**src/shared/pfd_pkg.sv**
```systemverilog
// constants for the pixel flag and dac width control block
// Overview of operation
// - split mode: flag rise in blanking adds shift
// - nibble mode samples flag on video clock fall
// - sampled flag picks upper or lower nibble
// - both mode bits clear: flag ignored
// - write data captured on strobe rising edge
// - width high: all eight data lines used
// - width low: bits 5..0 shifted up two
// - 6-bit reads zero two msbs, storage full
// - drive programmable video clock output
// - pass-through bus feeds pixels unmultiplexed
// - shift clock divides dot clock, off in blanking
package pfd_pkg;
   localparam int          PFD_MODE_SPLIT_BIT  = 2;
   localparam int          PFD_MODE_NIBBLE_BIT = 3;
   localparam logic [7:0]  PFD_CTRL_RESET      = 8'h00;
   localparam logic [7:0]  PFD_BYTE_ZERO       = 8'h00;
   localparam int          PFD_SHIFT_DIV       = 4;
   localparam int          PFD_VIDEO_DIV       = 8;
   localparam int          PFD_SYNC_STAGES     = 3;
   typedef enum logic [1:0] {PFD_OFF, PFD_SPLIT, PFD_NIBBLE, PFD_ILLEGAL} pfd_mode_t;
endpackage

```
**src/hdl/pfd_core.sv**
```systemverilog
// pixel flag, shift/video clock and dac width control
`timescale 1ns/10ps
module pfd_core
   import pfd_pkg::*;
#(
   parameter int PIX_BYTES = 4,
   parameter int SHIFT_DIV = PFD_SHIFT_DIV,
   parameter int VIDEO_DIV = PFD_VIDEO_DIV
) (
   input  wire logic                   core_clk,
   input  wire logic                   nrst,
   input  wire logic [7:0]             ctrl_reg,
   input  wire logic                   blank_in,
   input  wire logic                   transfer_or_nibble_flag,
   input  wire logic                   pass_through_en,
   input  wire logic [8*PIX_BYTES-1:0] pixel_bus,
   input  wire logic [7:0]             pass_bus,
   input  wire logic                   wr_strobe_n,
   input  wire logic [7:0]             data_in,
   input  wire logic                   width_sel,
   input  wire logic [7:0]             hold_entry,
   output logic                        shift_clk_out,
   output logic                        video_clock_out,
   output logic [8*PIX_BYTES-1:0]      pixel_out,
   output logic [7:0]                  write_data_r,
   output logic                        write_pulse,
   output logic [7:0]                  read_data,
   output logic [7:0]                  dac_data
);
   // async pins pass three stages; a change counts when stages 2 and 3 agree
   logic [PFD_SYNC_STAGES-1:0] flag_s_r, flag_s_nxt;
   logic [PFD_SYNC_STAGES-1:0] wr_s_r, wr_s_nxt;
   logic [PFD_SYNC_STAGES-1:0] blk_s_r, blk_s_nxt;
   logic                       flag_q_r, flag_q_nxt;
   logic                       wr_q_r, wr_q_nxt;
   logic                       blk_q_r, blk_q_nxt;
   logic [7:0]                 sdiv_r, sdiv_nxt;
   logic [7:0]                 vdiv_r, vdiv_nxt;
   logic                       sclk_r, sclk_nxt;
   logic                       video_clock_out_r, video_clock_out_nxt;
   logic                       extra_r, extra_nxt;
   logic                       nib_latch_r, nib_latch_nxt;
   logic [8*PIX_BYTES-1:0]     pix_r, pix_nxt;
   logic [7:0]                 wdat_r, wdat_nxt;
   logic                       wpul_r, wpul_nxt;
   logic [7:0]                 rdat_r, rdat_nxt;
   logic [7:0]                 dac_r, dac_nxt;
   logic [8*PIX_BYTES-1:0]     nib_data;
   pfd_mode_t                  mode;

   assign mode = pfd_mode_t'({ctrl_reg[PFD_MODE_NIBBLE_BIT], ctrl_reg[PFD_MODE_SPLIT_BIT]});

   // nibble select per pixel byte: each byte repeats the chosen nibble in both halves
   genvar g;
   generate
      for (g = 0; g < PIX_BYTES; g++) begin : g_nib
         assign nib_data[8*g +: 8] = nib_latch_r ?
            {pixel_bus[8*g+4 +: 4], pixel_bus[8*g+4 +: 4]} :
            {pixel_bus[8*g +: 4], pixel_bus[8*g +: 4]};
      end
   endgenerate

   always_comb begin
      logic flag_rise;
      logic wr_rise;
      logic sclk_tick;
      logic video_clock_out_tick;
      flag_rise   = 1'b0;
      wr_rise     = 1'b0;
      sclk_tick   = 1'b0;
      video_clock_out_tick   = 1'b0;
      flag_s_nxt  = {flag_s_r[PFD_SYNC_STAGES-2:0], transfer_or_nibble_flag};
      wr_s_nxt    = {wr_s_r[PFD_SYNC_STAGES-2:0], wr_strobe_n};
      blk_s_nxt   = {blk_s_r[PFD_SYNC_STAGES-2:0], blank_in};
      flag_q_nxt  = flag_q_r;
      wr_q_nxt    = wr_q_r;
      blk_q_nxt   = blk_q_r;
      if (flag_s_r[1] == flag_s_r[2]) begin
         flag_q_nxt = flag_s_r[2];
      end
      if (wr_s_r[1] == wr_s_r[2]) begin
         wr_q_nxt = wr_s_r[2];
      end
      if (blk_s_r[1] == blk_s_r[2]) begin
         blk_q_nxt = blk_s_r[2];
      end
      flag_rise = flag_q_nxt & ~flag_q_r;
      wr_rise   = wr_q_nxt & ~wr_q_r;

      // video clock: free-running divider of the dot clock
      vdiv_nxt = vdiv_r + 8'h01;
      video_clock_out_nxt = video_clock_out_r;
      if (vdiv_r == 8'(VIDEO_DIV/2 - 1)) begin
         vdiv_nxt  = 8'h00;
         video_clock_out_nxt  = ~video_clock_out_r;
         video_clock_out_tick = 1'b1;
      end

      // shift clock: submultiple of dot clock, parked low in blanking
      sdiv_nxt  = sdiv_r;
      sclk_nxt  = sclk_r;
      extra_nxt = extra_r;
      // the extra cycle is one full period, after which the clock parks low again
      if (mode == PFD_SPLIT && blk_q_r && flag_rise) begin
         extra_nxt = 1'b1;
      end
      if (!blk_q_r || extra_r || sclk_r) begin
         sdiv_nxt = sdiv_r + 8'h01;
         if (sdiv_r == 8'(SHIFT_DIV/2 - 1)) begin
            sdiv_nxt  = 8'h00;
            sclk_nxt  = ~sclk_r;
            sclk_tick = ~sclk_r;
            if (sclk_r && blk_q_r) begin
               extra_nxt = 1'b0;
            end
         end
      end else begin
         sdiv_nxt = 8'h00;
      end

      // nibble flag sampled on falling video clock
      // the sample steers the very next shift clock rise; a fall and a rise
      // in one cycle still use the older sample
      nib_latch_nxt = nib_latch_r;
      if (mode == PFD_NIBBLE && video_clock_out_tick && video_clock_out_r) begin
         nib_latch_nxt = flag_q_r;
      end

      // pass-through bypasses the nibble and shift clock paths entirely
      pix_nxt = pix_r;
      if (pass_through_en) begin
         pix_nxt = {{(8*PIX_BYTES-8){1'b0}}, pass_bus};
      end else if (sclk_tick) begin
         unique case (mode)
            PFD_NIBBLE: pix_nxt = nib_data;
            PFD_OFF,
            PFD_SPLIT:  pix_nxt = pixel_bus;
            default:    pix_nxt = pixel_bus;
         endcase
      end

      // host write captured on strobe rising edge
      wdat_nxt = wdat_r;
      wpul_nxt = wr_rise;
      if (wr_rise) begin
         wdat_nxt = data_in;
      end

      // converter and readback widths follow the pin level on every edge
      if (width_sel) begin
         rdat_nxt = hold_entry;
         dac_nxt  = hold_entry;
      end else begin
         rdat_nxt = {2'b00, hold_entry[5:0]};
         dac_nxt  = {hold_entry[5:0], 2'b00};
      end
   end

   // synchronisers and filtered pin levels
   always_ff @(posedge core_clk or negedge nrst) begin
      if (!nrst) begin
         // strobe stages reset to the idle high level, so leaving reset is no write
         flag_s_r    <= '0;
         wr_s_r      <= '1;
         blk_s_r     <= '0;
         flag_q_r    <= 1'b0;
         wr_q_r      <= 1'b1;
         blk_q_r     <= 1'b0;
      end else begin
         flag_s_r    <= flag_s_nxt;
         wr_s_r      <= wr_s_nxt;
         blk_s_r     <= blk_s_nxt;
         flag_q_r    <= flag_q_nxt;
         wr_q_r      <= wr_q_nxt;
         blk_q_r     <= blk_q_nxt;
      end
   end

   // shift and video clock generation, nibble sample
   always_ff @(posedge core_clk or negedge nrst) begin
      if (!nrst) begin
         sdiv_r      <= 8'h00;
         vdiv_r      <= 8'h00;
         sclk_r      <= 1'b0;
         video_clock_out_r      <= 1'b0;
         extra_r     <= 1'b0;
         nib_latch_r <= 1'b0;
      end else begin
         sdiv_r      <= sdiv_nxt;
         vdiv_r      <= vdiv_nxt;
         sclk_r      <= sclk_nxt;
         video_clock_out_r      <= video_clock_out_nxt;
         extra_r     <= extra_nxt;
         nib_latch_r <= nib_latch_nxt;
      end
   end

   // pixel, host write and converter data registers
   always_ff @(posedge core_clk or negedge nrst) begin
      if (!nrst) begin
         pix_r       <= '0;
         wdat_r      <= PFD_BYTE_ZERO;
         wpul_r      <= 1'b0;
         rdat_r      <= PFD_BYTE_ZERO;
         dac_r       <= PFD_BYTE_ZERO;
      end else begin
         pix_r       <= pix_nxt;
         wdat_r      <= wdat_nxt;
         wpul_r      <= wpul_nxt;
         rdat_r      <= rdat_nxt;
         dac_r       <= dac_nxt;
      end
   end

   assign shift_clk_out   = sclk_r;
   assign video_clock_out = video_clock_out_r;
   assign pixel_out       = pix_r;
   assign write_data_r    = wdat_r;
   assign write_pulse     = wpul_r;
   assign read_data       = rdat_r;
   assign dac_data        = dac_r;
endmodule // pfd_core

```
**config.mk**
```make
export PLATFORM = sky130hd
export DESIGN_NAME = pfd_core
export DESIGN_NICKNAME = d
export VERILOG_FILES = /design/src/shared/pfd_pkg.sv /design/src/hdl/pfd_core.sv
export SDC_FILE = /design/constraint.sdc
export NUM_CORES = 1
export LEC_CHECK = 0
export BUFFER_PORTS_ARGS = -buffer_cell sky130_fd_sc_hd__buf_2
export CORE_MARGIN = 2
export CORE_UTILIZATION = 53
export CTS_BUF_LIST = sky130_fd_sc_hd__clkbuf_4 sky130_fd_sc_hd__clkbuf_8 sky130_fd_sc_hd__clkbuf_16
export DETAILED_ROUTE_END_ITERATION = 8
export PLACE_DENSITY = 0.84
export SYNTH_ARGS = -nofsm -noshare
export SYNTH_HDL_FRONTEND = slang
export SYNTH_SLANG_ARGS = --single-unit
```
**constraint.sdc**
```tcl
create_clock -name core_clk -period 5.73 [get_ports core_clk]
set_input_delay 1.146 -clock core_clk [delete_from_list [all_inputs] [get_ports core_clk]]
set_output_delay 1.146 -clock core_clk [all_outputs]
set_load 0.03 [all_outputs]
```
==> impl_metrics.csv <==
group,metric,value,unit
outcome,status,"finished clean",
sta,tightest_slew,1.08,ns
floorplan,start_util,54.7,%
floorplan,fp.dieArea,0.00766,sq mm
setup_path,worst_setup_path_end_kind,"register",
synth,ys_seq_area_share,60.4,%
setup_path,path_class,"in2reg",
drt,num_vias,2678,
synth,synth_area_leaders,"dfrtp_1, mux2i_1, nand2_1",
synth,synth_async_sr_flop_share,100,%
sta,maxSlewHeadroom,28.1,%
clock_tree,root_buffer,"clkbuf_8",
synth,yosysWarningCount,0,
power_and_ir_drop,peakVddDrop,0.237,mV
sta,tns,0,ns
synth,synth_ff_type,"dfrtp_1",
drt,drt_first_iter_violations,61,
setup_path,cp-start-kind,"input pin",
sta,post-route-period-util,46.2,%
drt,drc,0,
setup_path,r2r_setup_slack,3.41,ns
synth,synth_fa_ha_area_share,1.83,%
drt,antenna_left,0,
hold_path,min_to,"blk_s_r[1]",
finish,fin_cells,518,
placement,globalplace.congestion,0.796,
sta,timing.hold.ws,0.353,ns
clock_tree,insertion_delay,0.35,ns
clock_tree,cts_tree,"done",
synth,ys_ff_latch,89,
synth,synth-edff-count,0,
floorplan,coreArea,0.00676,sq mm
placement,dpl.hpwl,5.03,mm
global_routing,antenna_found_initial,0,
finish,antenna_cells,0,
floorplan,num_rows,30,
synth,synth_top_area_share,57.5,%
synth,yosys.area_share.simple,13.1,%
sta,skew,0.00798,ns
placement,placed_cells,502,
hold_path,whs_path_depth,0,
global_routing,grt_overflow,0,
synth,synth_compound_area_share,7.88,%
placement,dp_slack,2.70,ns
setup_path,required,5.96,ns
sta,setup_viol,0,
synth,synth_cells,309,
floorplan,die_h,87.5,microns
clock_tree,htreeDepth,3,
synth,synth_fp_nets,383,
floorplan,ios,130,
floorplan,die_width,87.5,microns
sta,rsz0062_at_grt,"no",
clock_tree,ctsHoldBuffers,0,
synth,synth_top_family_by_area,"simple AND/OR/NAND/NOR gates",
hold_path,min_from,"blk_s_r[0]",
synth,synth_mux_area_share,10.9,%
synth,ys_types,39,
drt,drt-total-wl,7.21,mm
global_routing,grt_pass1_vias,2619,
synth,yosysTopAreaCell,"dfrtp_1",
clock_tree,postCtsSetupBuffers,0,
power_and_ir_drop,p_leak,2.39,nW
global_routing,grt_pass1_wl,11.7,mm
finish,final_cell_mix,"buf_2, dfrtp_1, nand2_1",
drt,dr.pass1.iters,4,
clock_tree,clk_pin_slew_worst_paths,0.09,ns
sta,layout_min_cycle_time,2.65,ns
clock_tree,cts_resized,0,
finish,fin_nets,507,
setup_path,rr_startpoint,"sdiv_r[1]",
synth,postSynthAreaPerCell,12.0,sq um
setup_path,reg2reg_depth,6,
finish,mostFrequentLayoutCell,"buf_2",
clock_tree,cts_buffer_depth,2,
sta,hold_viol_final,0,
finish,syn_to_final_growth,23.1,%
sta,drv_slew,0,
drt,vias_per_cell,5.17,
finish,drive_gt1_share,39.0,%
setup_path,arrival,2.87,ns
setup_path,crit_path_max_fanout,16,
global_routing,track_usage,19.4,%
run,max_cap_violations,0,
power_and_ir_drop,powerDensity,369,mW/mm^2
sta,setup_ws,3.08,ns
clock_tree,cts_sinks,89,
synth,yosys.area_share.xor_xnor,3.08,%
global_routing,grt_max_degree,90,
sta,fmax,0.378,GHz
placement,port_buffers,123,
hold_path,min_path_type,"reg2reg",
drt,wl_per_cell,13.9,microns
clock_tree,numCtsBuffers,9,
setup_path,reg2reg_to,"pixel_out[17]",
synth,synth.cell_area,0.00370,sq mm
kinds of logic (layout without fill, tap and decap cells):
logic type	after synthesis	in the layout
AND/OR/NAND/NOR	102	102
adder cells (fa/ha/maj)	6	6
flip-flops	89	89
multiplexers	39	39
buffers and inverters	15	144
XOR/XNOR	13	13
AO/OA/AOI/OAI	45	45
worst max path at each step:
stage          cells past startpoint         from       endpoint  slack [ns]
2_1_floorplan                      5  ctrl_reg[2]  pixel_out[14]        3.41
3_3_place_gp                       5  ctrl_reg[2]   pixel_out[0]        2.73
3_5_place_dp                       5  ctrl_reg[2]   pixel_out[3]        2.70
4_1_cts                            5  ctrl_reg[2]   pixel_out[3]        3.08
5_1_grt                            5  ctrl_reg[2]   pixel_out[2]        3.00
6_report                           5  ctrl_reg[2]   pixel_out[3]        3.08
through the flow:
step	util, %	instance area, sq um	total power, mW
2_1_floorplan	-	3700	1.11
3_3_place_gp	64.2	4340	1.24
3_5_place_dp	64.2	4340	1.25
4_1_cts	67.4	4550	1.70
5_1_grt	67.4	4550	1.77
6_report	67.4	4550	1.68
sequential cells by signal (all words and copies together), names as in the netlist, 3 cells and up:
signal        flops
pixel_out        32
dac_data          8
read_data         8
sdiv_r            8
vdiv_r            8
write_data_r      8
blk_s_r           3
flag_s_r          3
wr_s_r            3
per-layer routing:
| metal | GRT usage [%] | vias up | routed length, microns | share of wire (%) |
|---|---|---|---|---|
| li1 | - | 1309 | - | - |
| met1 | 24.5 | 1276 | 3160 | 44 |
| met2 | 32.3 | 87 | 3470 | 48 |
| met3 | 6.35 | 6 | 515 | 7.1 |
| met4 | 5.59 | 0 | 66 | 0.92 |
| met5 | 0 | - | 0 | 0 |
power breakdown:
part | total [mW] | switching, mW | internal [mW]
combinational | 0.461 | 0.311 | 0.150
clock | 0.448 | 0.208 | 0.241
sequential | 0.772 | 0.0531 | 0.719
critical path, cell delays in order:
cell	delay, ns
buf_2	0.12
nand3b_1	0.78
mux2_2	0.56
mux2i_1	0.19
o21ai_2	0.07
Yosys cell counts (5+ instances only):
cell type and number:
nand3_1 8, nor2_1 11, nand2b_1 5, o21ai_1 25
mux2i_1 28, o21ai_2 8, buf_6 6, nand2_1 57
xnor2_1 7, dfrtp_1 85, mux2_2 11, xor2_1 6
layout make-up:
cell class	instances	area, sq um
timing repair buffer	124	626
clock inverter	2	37.5
multi-input combinational	205	1370
clock buffer	14	174
fill	529	2200
sequential	89	2230
inverter	4	15.0
tap	80	100
Power figures use the tool's default switching activity.
